<file path="config.mk">
export PLATFORM = sky130hd
export DESIGN_NAME = btc_top
export DESIGN_NICKNAME = d
export VERILOG_FILES = /design/src/shared/btc_pkg.sv /design/src/shared/btc_cmp_if.sv /design/src/design/btc_cmp.sv /design/src/design/btc_fifo.sv /design/src/design/btc_top.sv
export VERILOG_INCLUDE_DIRS = /design/src /design/src/shared
export SDC_FILE = /design/constraint.sdc
export NUM_CORES = 1
export LEC_CHECK = 0
export ABC_AREA = 1
export CAP_MARGIN = 40
export CORE_MARGIN = 2
export CORE_UTILIZATION = 64
export CTS_BUF_LIST = sky130_fd_sc_hd__clkbuf_4 sky130_fd_sc_hd__clkbuf_8 sky130_fd_sc_hd__clkbuf_16
export DETAILED_ROUTE_END_ITERATION = 7
export DONT_BUFFER_PORTS = 1
export PLACE_DENSITY = 0.88
export SLEW_MARGIN = 5
export SYNTH_ARGS = -nofsm -noshare
export SYNTH_HDL_FRONTEND = slang
export SYNTH_SLANG_ARGS = --single-unit
export TNS_END_PERCENT = 1
</file>
<file path="constraint.sdc">
create_clock -name clock -period 3.3 [get_ports clock]
set_input_delay 0.99 -clock clock [delete_from_list [all_inputs] [get_ports clock]]
set_output_delay 0.99 -clock clock [all_outputs]
set_load 0.05 [all_outputs]
</file>
<file path="src/shared/btc_cfg.svh">
`ifndef BTC_CFG_SVH
`define BTC_CFG_SVH

// register word offsets on the plain register port
`define BTC_OFF_CMPA 4'h0
`define BTC_OFF_CMPB 4'h1
`define BTC_OFF_CTRL 4'h2
`define BTC_OFF_STAT 4'h3
`define BTC_OFF_MASK 4'h4
`define BTC_OFF_FIFO 4'h5
`define BTC_OFF_INFO 4'h6

// control register fields
`define BTC_CTRL_MODE_LSB 0
`define BTC_CTRL_MODE_MSB 3
`define BTC_CTRL_DIRCHK 4
`define BTC_CTRL_EXPDIR 5
`define BTC_CTRL_BREAKPOINT_ENABLE 6
`define BTC_CTRL_TAG 7
`define BTC_CTRL_GO 8

// status and mask fields
`define BTC_ST_TRIG 0
`define BTC_ST_END 1
`define BTC_ST_W 2

// info register fields
`define BTC_INFO_RUN 0
`define BTC_INFO_DONE 1
`define BTC_INFO_ASEEN 2
`define BTC_INFO_CNT_LSB 8

// reset values and counts
`define BTC_RST_CMP 16'h0000
`define BTC_RST_MODE 4'h0
`define BTC_RST_MASK 2'h0
`define BTC_MODE_COUNT 4'ha
`define BTC_FIFO_DEPTH 8

`endif

</file>
<file path="src/shared/btc_pkg.sv">
package btc_pkg;

	typedef enum logic [3:0] {
		BTC_M_A_ONLY = 4'h0,
		BTC_M_A_OR_B = 4'h1,
		BTC_M_A_THEN_B = 4'h2,
		BTC_M_FULL_EQ = 4'h3,
		BTC_M_FULL_NE = 4'h4,
		BTC_M_EV_B = 4'h5,
		BTC_M_A_THEN_EV_B = 4'h6,
		BTC_M_INSIDE = 4'h7,
		BTC_M_OUTSIDE = 4'h8,
		BTC_M_RSVD9 = 4'h9
	} btc_mode_t;

	typedef enum logic [2:0] {
		BTC_ST_IDLE = 3'b001,
		BTC_ST_RUN = 3'b010,
		BTC_ST_DONE = 3'b100
	} btc_state_t;

endpackage : btc_pkg

</file>
<file path="src/shared/btc_cmp_if.sv">
`timescale 1ns/1ps
interface btc_cmp_if #(
	parameter int AW = 16
);
	logic [AW-1:0] addr;
	logic [AW-1:0] cmp_a;
	logic [AW-1:0] cmp_b;
	logic [7:0] data;
	logic rw;
	logic dir_chk;
	logic exp_dir;
	logic eq_a;
	logic eq_b;
	logic data_eq;
	logic ge_a;
	logic le_b;
	logic dir_ok;

	modport cmp (
		input addr, cmp_a, cmp_b, data, rw, dir_chk, exp_dir,
		output eq_a, eq_b, data_eq, ge_a, le_b, dir_ok
	);
	modport user (
		output addr, cmp_a, cmp_b, data, rw, dir_chk, exp_dir,
		input eq_a, eq_b, data_eq, ge_a, le_b, dir_ok
	);
endinterface : btc_cmp_if

</file>
<file path="src/design/btc_cmp.sv">
`timescale 1ns/1ps
module btc_cmp (
	btc_cmp_if.cmp cif
);
	assign cif.eq_a = (cif.addr == cif.cmp_a);
	assign cif.eq_b = (cif.addr == cif.cmp_b);
	// data compares against the low byte of comparator b
	assign cif.data_eq = (cif.data == cif.cmp_b[7:0]);
	assign cif.ge_a = (cif.addr >= cif.cmp_a);
	assign cif.le_b = (cif.addr <= cif.cmp_b);
	assign cif.dir_ok = ~cif.dir_chk | (cif.rw == cif.exp_dir);
endmodule : btc_cmp

</file>
<file path="src/design/btc_fifo.sv">
`timescale 1ns/1ps
module btc_fifo #(
	parameter int DW = 8,
	parameter int DEPTH = 8,
	parameter int CW = $clog2(DEPTH + 1)
) (
	input wire logic clock,
	input wire logic rst_n,
	input wire logic clear,
	input wire logic push,
	input wire logic [DW-1:0] wdata,
	input wire logic pop,
	output logic [DW-1:0] rdata,
	output logic full,
	output logic empty,
	output logic [CW-1:0] count
);
	localparam int PW = (DEPTH > 1) ? $clog2(DEPTH) : 1;
	localparam logic [CW-1:0] DEPTH_C = CW'(DEPTH);
	localparam logic [PW-1:0] LAST_C = PW'(DEPTH - 1);

	logic [DW-1:0] mem_ff [DEPTH];
	logic [PW-1:0] wp_ff;
	logic [PW-1:0] rp_ff;
	logic [CW-1:0] cnt_ff;
	wire do_push = push & ~full;
	wire do_pop = pop & ~empty;

	function automatic logic [PW-1:0] btc_inc(input logic [PW-1:0] p);
		btc_inc = (p == LAST_C) ? '0 : p + 1'b1;
	endfunction : btc_inc

	assign full = (cnt_ff == DEPTH_C);
	assign empty = (cnt_ff == '0);
	assign count = cnt_ff;
	assign rdata = mem_ff[rp_ff];

	always_ff @(posedge clock) begin
		if (do_push)
			mem_ff[wp_ff] <= wdata;
	end

	always_ff @(posedge clock or negedge rst_n) begin
		if (!rst_n) begin
			wp_ff <= '0;
			rp_ff <= '0;
			cnt_ff <= '0;
		end else if (clear) begin
			wp_ff <= '0;
			rp_ff <= '0;
			cnt_ff <= '0;
		end else begin
			if (do_push)
				wp_ff <= btc_inc(wp_ff);
			if (do_pop)
				rp_ff <= btc_inc(rp_ff);
			cnt_ff <= cnt_ff + CW'(do_push) - CW'(do_pop);
		end
	end
endmodule : btc_fifo

</file>
<file path="src/design/btc_top.sv">
// Chosen here: the register offsets and the strobed register port.
`timescale 1ns/1ps
`include "btc_cfg.svh"
// Notes on behaviour
// - mode a-only triggers on address equals a
// - either comparator address match triggers
// - b match triggers only after earlier a
// - full mode: address and data match, direction too when checked
// - full mode: address matches, data differs
// - tag in full mode uses address a only
// - event b mode captures data each b match
// - armed event mode waits for a first
// - store modes end run when fifo full
// - inside range, both bounds inclusive
// - outside range, strictly below a or above b
module btc_top #(
	parameter int AW = 16,
	parameter int DEPTH = `BTC_FIFO_DEPTH
) (
	input wire logic clock,
	input wire logic rst_n,
	input wire logic bus_valid,
	input wire logic [AW-1:0] bus_addr,
	input wire logic [7:0] bus_data,
	input wire logic bus_rw,
	input wire logic [3:0] reg_addr,
	input wire logic [15:0] reg_wdata,
	input wire logic reg_wr,
	input wire logic reg_rd,
	output logic [15:0] reg_rdata,
	output logic trig,
	output logic brk_req,
	output logic tag_req,
	output logic run_active,
	output logic irq
);
	localparam int CW = $clog2(DEPTH + 1);

	logic [1:0] rst_sync_ff;
	wire rst_n_s = rst_sync_ff[1];

	always_ff @(posedge clock or negedge rst_n) begin
		if (!rst_n)
			rst_sync_ff <= 2'h0;
		else
			rst_sync_ff <= {rst_sync_ff[0], 1'b1};
	end

	logic [AW-1:0] cmpa_ff, cmpb_ff;
	btc_pkg::btc_mode_t mode_ff;
	logic dirchk_ff, expdir_ff, breakpoint_enable_ff, tag_ff;
	logic [`BTC_ST_W-1:0] stat_ff, mask_ff;
	btc_pkg::btc_state_t state_ff, nxt_state;
	logic a_seen_ff;
	logic trig_ff, brk_ff, tagq_ff, run_ff, irq_ff;
	logic [15:0] rdata_ff;

	// register decode
	wire wr_cmpa = reg_wr & (reg_addr == `BTC_OFF_CMPA);
	wire wr_cmpb = reg_wr & (reg_addr == `BTC_OFF_CMPB);
	wire wr_ctrl = reg_wr & (reg_addr == `BTC_OFF_CTRL);
	wire wr_stat = reg_wr & (reg_addr == `BTC_OFF_STAT);
	wire wr_mask = reg_wr & (reg_addr == `BTC_OFF_MASK);
	wire rd_fifo = reg_rd & (reg_addr == `BTC_OFF_FIFO);
	wire go = wr_ctrl & reg_wdata[`BTC_CTRL_GO];

	function automatic logic btc_is_store(input btc_pkg::btc_mode_t m);
		btc_is_store = (m == btc_pkg::BTC_M_EV_B) ||
			(m == btc_pkg::BTC_M_A_THEN_EV_B);
	endfunction : btc_is_store

	function automatic logic btc_is_full(input btc_pkg::btc_mode_t m);
		btc_is_full = (m == btc_pkg::BTC_M_FULL_EQ) ||
			(m == btc_pkg::BTC_M_FULL_NE);
	endfunction : btc_is_full

	btc_cmp_if #(.AW(AW)) cif ();
	assign cif.addr = bus_addr;
	assign cif.cmp_a = cmpa_ff;
	assign cif.cmp_b = cmpb_ff;
	assign cif.data = bus_data;
	assign cif.rw = bus_rw;
	assign cif.dir_chk = dirchk_ff;
	assign cif.exp_dir = expdir_ff;

	btc_cmp u_cmp (
		.cif(cif.cmp)
	);

	// one evaluation per bus cycle while the run is live
	wire sample = bus_valid & (state_ff == btc_pkg::BTC_ST_RUN);
	wire full_addr = cif.eq_a & cif.dir_ok;
	logic [9:0] hit_vec;
	assign hit_vec[0] = cif.eq_a;
	assign hit_vec[1] = cif.eq_a | cif.eq_b;
	assign hit_vec[2] = a_seen_ff & cif.eq_b;
	assign hit_vec[3] = full_addr & cif.data_eq;
	assign hit_vec[4] = full_addr & ~cif.data_eq;
	assign hit_vec[5] = cif.eq_b;
	assign hit_vec[6] = a_seen_ff & cif.eq_b;
	assign hit_vec[7] = cif.ge_a & cif.le_b;
	assign hit_vec[8] = ~cif.ge_a | ~cif.le_b;
	assign hit_vec[9] = 1'b0;
	wire mode_ok = (mode_ff < `BTC_MODE_COUNT);
	wire mode_hit = mode_ok & hit_vec[mode_ff];
	wire hit = sample & mode_hit;
	wire store = btc_is_store(mode_ff);
	wire seq_mode = (mode_ff == btc_pkg::BTC_M_A_THEN_B) ||
		(mode_ff == btc_pkg::BTC_M_A_THEN_EV_B);
	// a tag request in a full mode ignores the data comparison
	wire tag_hit = btc_is_full(mode_ff) ? (sample & cif.eq_a) : hit;

	logic fifo_full;
	logic fifo_empty;
	logic [7:0] fifo_rdata;
	logic [CW-1:0] fifo_count;
	wire push = hit & store;

	btc_fifo #(.DW(8), .DEPTH(DEPTH), .CW(CW)) u_fifo (
		.clock(clock),
		.rst_n(rst_n_s),
		.clear(go),
		.push(push),
		.wdata(bus_data),
		.pop(rd_fifo),
		.rdata(fifo_rdata),
		.full(fifo_full),
		.empty(fifo_empty),
		.count(fifo_count)
	);

	// run sequencing
	always_comb begin
		nxt_state = state_ff;
		case (state_ff)
			btc_pkg::BTC_ST_IDLE: begin
				if (go)
					nxt_state = btc_pkg::BTC_ST_RUN;
			end
			btc_pkg::BTC_ST_RUN: begin
				if (go)
					nxt_state = btc_pkg::BTC_ST_RUN;
				else if (store && fifo_full)
					nxt_state = btc_pkg::BTC_ST_DONE;
				else if (!store && hit)
					nxt_state = btc_pkg::BTC_ST_DONE;
			end
			btc_pkg::BTC_ST_DONE: begin
				if (go)
					nxt_state = btc_pkg::BTC_ST_RUN;
			end
			default: nxt_state = btc_pkg::BTC_ST_IDLE;
		endcase
	end

	wire run_end = (state_ff == btc_pkg::BTC_ST_RUN) &
		(nxt_state == btc_pkg::BTC_ST_DONE);
	wire [`BTC_ST_W-1:0] ev_vec = {run_end, hit};
	wire [`BTC_ST_W-1:0] clr_vec = wr_stat ? reg_wdata[`BTC_ST_W-1:0] : '0;
	// set wins over a write-one clear in the same cycle
	wire [`BTC_ST_W-1:0] nxt_stat = (stat_ff & ~clr_vec) | ev_vec;
	wire nxt_aseen = go ? 1'b0 : (a_seen_ff | (sample & seq_mode & cif.eq_a));

	always_ff @(posedge clock or negedge rst_n_s) begin
		if (!rst_n_s) begin
			state_ff <= btc_pkg::BTC_ST_IDLE;
			a_seen_ff <= 1'b0;
			stat_ff <= '0;
		end else begin
			state_ff <= nxt_state;
			a_seen_ff <= nxt_aseen;
			stat_ff <= nxt_stat;
		end
	end

	always_ff @(posedge clock or negedge rst_n_s) begin
		if (!rst_n_s) begin
			cmpa_ff <= AW'(`BTC_RST_CMP);
			cmpb_ff <= AW'(`BTC_RST_CMP);
			mode_ff <= btc_pkg::btc_mode_t'(`BTC_RST_MODE);
			{tag_ff, breakpoint_enable_ff, expdir_ff, dirchk_ff} <= 4'h0;
			mask_ff <= `BTC_RST_MASK;
		end else begin
			if (wr_cmpa)
				cmpa_ff <= reg_wdata[AW-1:0];
			if (wr_cmpb)
				cmpb_ff <= reg_wdata[AW-1:0];
			if (wr_ctrl) begin
				mode_ff <= btc_pkg::btc_mode_t'(
					reg_wdata[`BTC_CTRL_MODE_MSB:`BTC_CTRL_MODE_LSB]);
				dirchk_ff <= reg_wdata[`BTC_CTRL_DIRCHK];
				expdir_ff <= reg_wdata[`BTC_CTRL_EXPDIR];
				breakpoint_enable_ff <= reg_wdata[`BTC_CTRL_BREAKPOINT_ENABLE];
				tag_ff <= reg_wdata[`BTC_CTRL_TAG];
			end
			if (wr_mask)
				mask_ff <= reg_wdata[`BTC_ST_W-1:0];
		end
	end

	// read mux
	logic [15:0] rd_mux;
	wire [15:0] ctrl_rd = {8'h00, tag_ff, breakpoint_enable_ff, expdir_ff, dirchk_ff,
		mode_ff};
	wire [15:0] info_rd = {(16 - `BTC_INFO_CNT_LSB)'(fifo_count),
		5'h00, a_seen_ff, (state_ff == btc_pkg::BTC_ST_DONE),
		(state_ff == btc_pkg::BTC_ST_RUN)};
	always_comb begin
		case (reg_addr)
			`BTC_OFF_CMPA: rd_mux = 16'(cmpa_ff);
			`BTC_OFF_CMPB: rd_mux = 16'(cmpb_ff);
			`BTC_OFF_CTRL: rd_mux = ctrl_rd;
			`BTC_OFF_STAT: rd_mux = {14'h0000, stat_ff};
			`BTC_OFF_MASK: rd_mux = {14'h0000, mask_ff};
			`BTC_OFF_FIFO: rd_mux = fifo_empty ? 16'h0000 : {8'h00, fifo_rdata};
			`BTC_OFF_INFO: rd_mux = info_rd;
			default: rd_mux = 16'h0000;
		endcase
	end

	always_ff @(posedge clock or negedge rst_n_s) begin
		if (!rst_n_s) begin
			rdata_ff <= 16'h0000;
			trig_ff <= 1'b0;
			brk_ff <= 1'b0;
			tagq_ff <= 1'b0;
			run_ff <= 1'b0;
			irq_ff <= 1'b0;
		end else begin
			rdata_ff <= reg_rd ? rd_mux : 16'h0000;
			trig_ff <= hit;
			brk_ff <= breakpoint_enable_ff & ~tag_ff & hit;
			tagq_ff <= breakpoint_enable_ff & tag_ff & tag_hit;
			run_ff <= (nxt_state == btc_pkg::BTC_ST_RUN);
			irq_ff <= |(nxt_stat & mask_ff);
		end
	end

	assign reg_rdata = rdata_ff;
	assign trig = trig_ff;
	assign brk_req = brk_ff;
	assign tag_req = tagq_ff;
	assign run_active = run_ff;
	assign irq = irq_ff;

	wire is_run = (state_ff == btc_pkg::BTC_ST_RUN);
	wire bv = bus_valid;
	wire [AW-1:0] ba = bus_addr;
	wire [AW-1:0] ca = cmpa_ff;
	wire [AW-1:0] cb = cmpb_ff;

	property p_a_only;
		@(posedge clock) disable iff (!rst_n_s)
		(is_run && bv && mode_ff == btc_pkg::BTC_M_A_ONLY && ba == ca)
			|=> trig;
	endproperty
	a_a_only: assert property (p_a_only) else $error("a-only miss");
	property p_a_or_b;
		@(posedge clock) disable iff (!rst_n_s)
		(mode_ff == btc_pkg::BTC_M_A_OR_B && $past(mode_ff) == mode_ff &&
			is_run && bv) |=> (trig == ($past(ba) == ca || $past(ba) == cb));
	endproperty
	a_a_or_b: assert property (p_a_or_b) else $error("a-or-b wrong");
	property p_seq;
		@(posedge clock) disable iff (!rst_n_s)
		(is_run && bv && mode_ff == btc_pkg::BTC_M_A_THEN_B && !a_seen_ff)
			|=> !trig;
	endproperty
	a_seq: assert property (p_seq) else $error("b before a");
	property p_full_eq;
		@(posedge clock) disable iff (!rst_n_s)
		(is_run && bv && mode_ff == btc_pkg::BTC_M_FULL_EQ &&
			bus_data != cb[7:0]) |=> !trig;
	endproperty
	a_full_eq: assert property (p_full_eq) else $error("full eq data");
	property p_full_dir;
		@(posedge clock) disable iff (!rst_n_s)
		(is_run && bv && btc_is_full(mode_ff) && dirchk_ff &&
			bus_rw != expdir_ff) |=> !trig;
	endproperty
	a_full_dir: assert property (p_full_dir) else $error("full dir");
	property p_tag;
		@(posedge clock) disable iff (!rst_n_s)
		(is_run && bv && btc_is_full(mode_ff) && breakpoint_enable_ff && tag_ff &&
			ba == ca) |=> tag_req && !brk_req;
	endproperty
	a_tag: assert property (p_tag) else $error("tag not on a");
	property p_store;
		@(posedge clock) disable iff (!rst_n_s)
		(push && !fifo_full && !go && !rd_fifo)
			|=> fifo_count == $past(fifo_count) + 1'b1;
	endproperty
	a_store: assert property (p_store) else $error("no capture");
	property p_armed;
		@(posedge clock) disable iff (!rst_n_s)
		(mode_ff == btc_pkg::BTC_M_A_THEN_EV_B && !a_seen_ff) |-> !push;
	endproperty
	a_armed: assert property (p_armed) else $error("capture unarmed");
	property p_end;
		@(posedge clock) disable iff (!rst_n_s)
		(is_run && store && fifo_full && !go) |=>
			state_ff == btc_pkg::BTC_ST_DONE ##1 !run_active;
	endproperty
	a_end: assert property (p_end) else $error("run not ended");
	property p_range;
		@(posedge clock) disable iff (!rst_n_s)
		(is_run && bv && mode_ff == btc_pkg::BTC_M_INSIDE)
			|=> (trig == ($past(ba) >= ca && $past(ba) <= cb));
	endproperty
	a_range: assert property (p_range) else $error("inside wrong");
	property p_out;
		@(posedge clock) disable iff (!rst_n_s)
		(is_run && bv && mode_ff == btc_pkg::BTC_M_OUTSIDE && ba >= ca &&
			ba <= cb) |=> !trig;
	endproperty
	a_out: assert property (p_out) else $error("outside wrong");
	property p_once;
		@(posedge clock) disable iff (!rst_n_s)
		(!bv || !is_run || !mode_ok) |=> !trig;
	endproperty
	a_once: assert property (p_once) else $error("stray trigger");

	c_seq: cover property (@(posedge clock) disable iff (!rst_n_s)
		mode_ff == btc_pkg::BTC_M_A_THEN_B && a_seen_ff && trig);
	c_full: cover property (@(posedge clock) disable iff (!rst_n_s)
		is_run && store && fifo_full ##1 state_ff == btc_pkg::BTC_ST_DONE);
	c_irq: cover property (@(posedge clock) disable iff (!rst_n_s)
		$rose(irq));
endmodule : btc_top

</file>
==> metrics.csv <==
stage,metric,value,unit
run_status,status,completed,
synthesis,number of library cell types mapped by synthesis,41,
routing,number of design-rule violations left by the first detailed-router iteration,631,
critical_path,type of destination of the critical path,flip-flop,
finish,proportion of layout cells with a drive suffix above 1,8.74,%
finish,fin util,73.9,%
routing,number of vias in the routed layout,5628,
critical_path,worst-case register-to-register setup slack,0.33,ns
clock_tree,number of buffers added for setup after CTS,0,
critical_path,last element of the critical path,u_fifo.count[1]$_DFF_PN0_,
placed_design,half-perimeter wire length after placement,12500,um
finish,layout-stage area growth over the synthesis result,12.3,%
power,total power density per cell area,679,mW/mm^2
power,"IR drop worst, VDD",0.419,mV
routing,DRC violation count after routing,0,
grt,global-route usage over all layers,32.0,%
floorplanning,die area,0.0121,mm^2
finish,"most common cell after layout, fill and taps aside",nand2_1,
finish,most used cells in the layout excluding fill and tap cells,"146 x nand2_1, 97 x inv_1, 79 x o21ai_0, 79 x dfrtp_1, 71 x nor2_1",
synthesis,"EDFF count, synth",64,
clock_tree,# hold bufs at CTS,0,
routing,final routed wire length divided by cell count,19.4,um
synthesis,syn avg cell area,9.60,um^2
synthesis,number of warnings reported in the yosys synthesis log,0,
clock_tree,TritonCTS clock tree,yes,
routing,count of antenna-violating nets left after detailed routing,0,
sta,Setup-failing EPs final,0,
clock_tree,total clock buffers created by CTS,17,
clock_tree,H-tree levels,4,
sta,Max Clk Rate,337,MHz
sta,slew of the pin with the lowest slew margin,0.853,ns
synthesis,portion of the post-synthesis area used by sequential elements,55.1,%
synthesis,synthesized area,0.00717,mm^2
finish,total number of nets in the final design,858,
synthesis,register bit total from synthesis,145,
placed_design,worst slack at placement,-0.0966,ns
floorplanning,starting utilization of the core area,65.8,%
sta,minimum setup slack in the final design,0.332,ns
floorplanning,Die Ht,110,um
clock_tree,count of instances resized after the clock tree is built,0,
placed_design,weighted congestion reported at the end of routability-driven placement,0.903,
critical_path,Critical Setup Path Class,flip-flop to flip-flop,
critical_path,highest fanout seen on the critical path,4,
sta,final worst-path cycle share,89.9,%
grt,largest net degree at the start of global routing,46,
floorplanning,Core Area,0.0109,mm^2
flow_run,maxcap violations,0,
critical_path,startpoint of the most critical register-to-register path,cb[7]$_DFFE_PN0P_,
placed_design,post-place instance area,0.00746,mm^2
synthesis,most area-hungry cell type in the Yosys netlist,dfrtp_1,
critical_path,startpoint type of the worst setup path,flip-flop,
placed_design,count of buffers from port buffering,0,
power,Leak Pwr,3.61,nW
floorplanning,Horiz. Die Dim,110,um
clock_tree,post-CTS clock slew at the launch and capture registers of the worst setup and hold paths,0.06,ns
critical_path,FF-to-FF End,u_fifo.count[1]$_DFF_PN0_,
sta,final critical delay including setup and external delays,2.97,ns
grt,overflow left after global routing,0,
grt,global-route wire length before repair,28500,um
clock_tree,Clock Tree Root,clkbuf_8,
critical_path,data arrival time at the worst-slack endpoint,3.38,ns
synthesis,cells taking the most area after synthesis,"dfrtp_1 28%, edfxtp_1 27%, nand2_1 7.6%, ha_1 7.3%, o21ai_0 5.5%",
routing,count of TritonRoute iterations in the first routing pass,6,
placed_design,number of instances in the placed design,886,
power,total power consumption of the routed design,5.46,mW
grt,number of antenna violations at the first check in global routing,0,
synthesis,Post-Syn Nets,840,
worst_hold_path,Hold Path Class,input pin to asynchronous set/reset pin,
synthesis,Syn Inst Count,747,
synthesis,top flip-flop cell by instance count after synthesis,dfrtp_1,
sta,final-report hold violation count,0,
synthesis,share of Yosys cell area claimed by the top area cell type,27.9,%
critical_path,worst path required time,3.72,ns
critical_path,Setup crit start,cb[7]$_DFFE_PN0P_,
clock_tree,maximum clock insertion buffer count,2,
floorplanning,Cell Rows,38,
sta,final-layout worst hold slack,0.154,ns
sta,final slew viol count,0,
floorplanning,boundary pin count,71,
finish,total non-filler cell area in the finished layout,0.00805,mm^2
routing,final WL,17800,um
synthesis,fraction of registers with async set or reset after synthesis,55.9,%
grt,vias in the first global route,5794,
sta,post-route clock skew,0.00807,ns
routing,post-detailed-route via-to-cell ratio,6.13,
finish,Filler cells,747,
finish,"count of placed standard cells in the final layout, fillers left out",918,
clock_tree,clock sink count,145,
finish,number of diodes added for antenna fixing,0,
sta,final setup TNS,0,ns
sta,Slew headroom,42.9,%
sta,setup repair after global routing missed its margin,no,
clock_tree,Clock Latency Late Sink,0.53,ns
critical_path,Worst Reg2Reg Path Length in Cells,17,
-- cells in the mapped netlist (3+ instances only) --
cell type and instances:
a21o_1 3, a21oi_1 27, a41oi_1 5, clkbuf_1 19
dfrtp_1 80, edfxtp_1 64, ha_1 42, inv_1 97
mux2i_1 10, nand2_1 146, nand2_4 3, nand3_1 16
nand4_1 5, nor2_1 71, nor2_2 3, nor3_1 13
o211ai_1 7, o21ai_0 79, o221ai_1 10, o22ai_1 7
o32ai_1 6, xnor2_1 3, xor2_1 8
-- where the power goes --
part / switching (mW) / internal [mW] / total [mW]
clock network: 0.744 / 1.17 / 1.91
logic: 0.762 / 0.465 / 1.23
registers: 0.248 / 2.08 / 2.33
total: 1.75 / 3.71 / 5.46
-- worst max-delay path: stages, from the launching register on --
cell and delay (ns):
dfrtp_1 0.43, inv_1 0.13, ha_1 0.32, nand2_1 0.07, nor2_1 0.17, nand2_1 0.10
nor2_2 0.11, inv_1 0.07, o21ai_2 0.13, a21boi_1 0.20, nand2_1 0.07, nand2_1 0.10
nand2_4 0.08, nor2_8 0.11, ha_1 0.21, fa_1 0.44, nand2_1 0.08, inv_1 0.05
-- cell type report --
cell class | count | area [um^2] | share of cell area (%)
Timing Repair Buffer | 20 | 195 | 2.42
Clock inverter | 13 | 160 | 1.99
Inverter | 100 | 375 | 4.66
Multi-Input combinational cell | 481 | 2760 | 34.3
Clock buffer | 19 | 429 | 5.33
Tap cell | 140 | 175 | 2.18
Sequential cell | 145 | 3950 | 49.1
-- worst min-delay path by stage --
stage / startpoint / to
after floorplan: rst_sync_ff[0]$_DFF_PN0_ / rst_sync_ff[1]$_DFF_PN0_
after global placement: rst_sync_ff[0]$_DFF_PN0_ / rst_sync_ff[1]$_DFF_PN0_
after detailed placement: rst_sync_ff[1]$_DFF_PN0_ / irq$_DFF_PN0_
after CTS: rst_n / rst_sync_ff[1]$_DFF_PN0_
after global routing: rst_n / rst_sync_ff[0]$_DFF_PN0_
final: rst_n / rst_sync_ff[1]$_DFF_PN0_
-- state kept, by name (all words and copies together) (netlist names), 2 cells and up --
name	count
u_fifo.count	4
stat_ff	2
rst_sync_ff	2
ca	16
reg_rdata	16
state_ff	3
cb	16
mask_ff	2
u_fifo.mem_ff	64
u_fifo.rp_ff	3
u_fifo.wp_ff	3
mode_ff	4
-- metal layers --
metal,global-route usage (%),part of all wire [%]
met5,0,0
met4,15.6,4.3
met3,9.48,9.6
met2,53.9,50
met1,37.2,36
-- kinds of logic (layout without fill, tap and decap cells) --
family / count (synthesis) / after routing / synth area share [%]
xor+xnor: 11 / 11 / 1.34
simple gates: 263 / 263 / 15.4
other cells: 1 / 1 / 0.0523
mux: 10 / 10 / 1.40
compound gates: 153 / 153 / 12.7
fa+ha+maj: 43 / 43 / 7.61
buf+inv: 121 / 152 / 6.37
flops: 145 / 145 / 55.1
No activity file was read; power rests on OpenSTA's default activity.
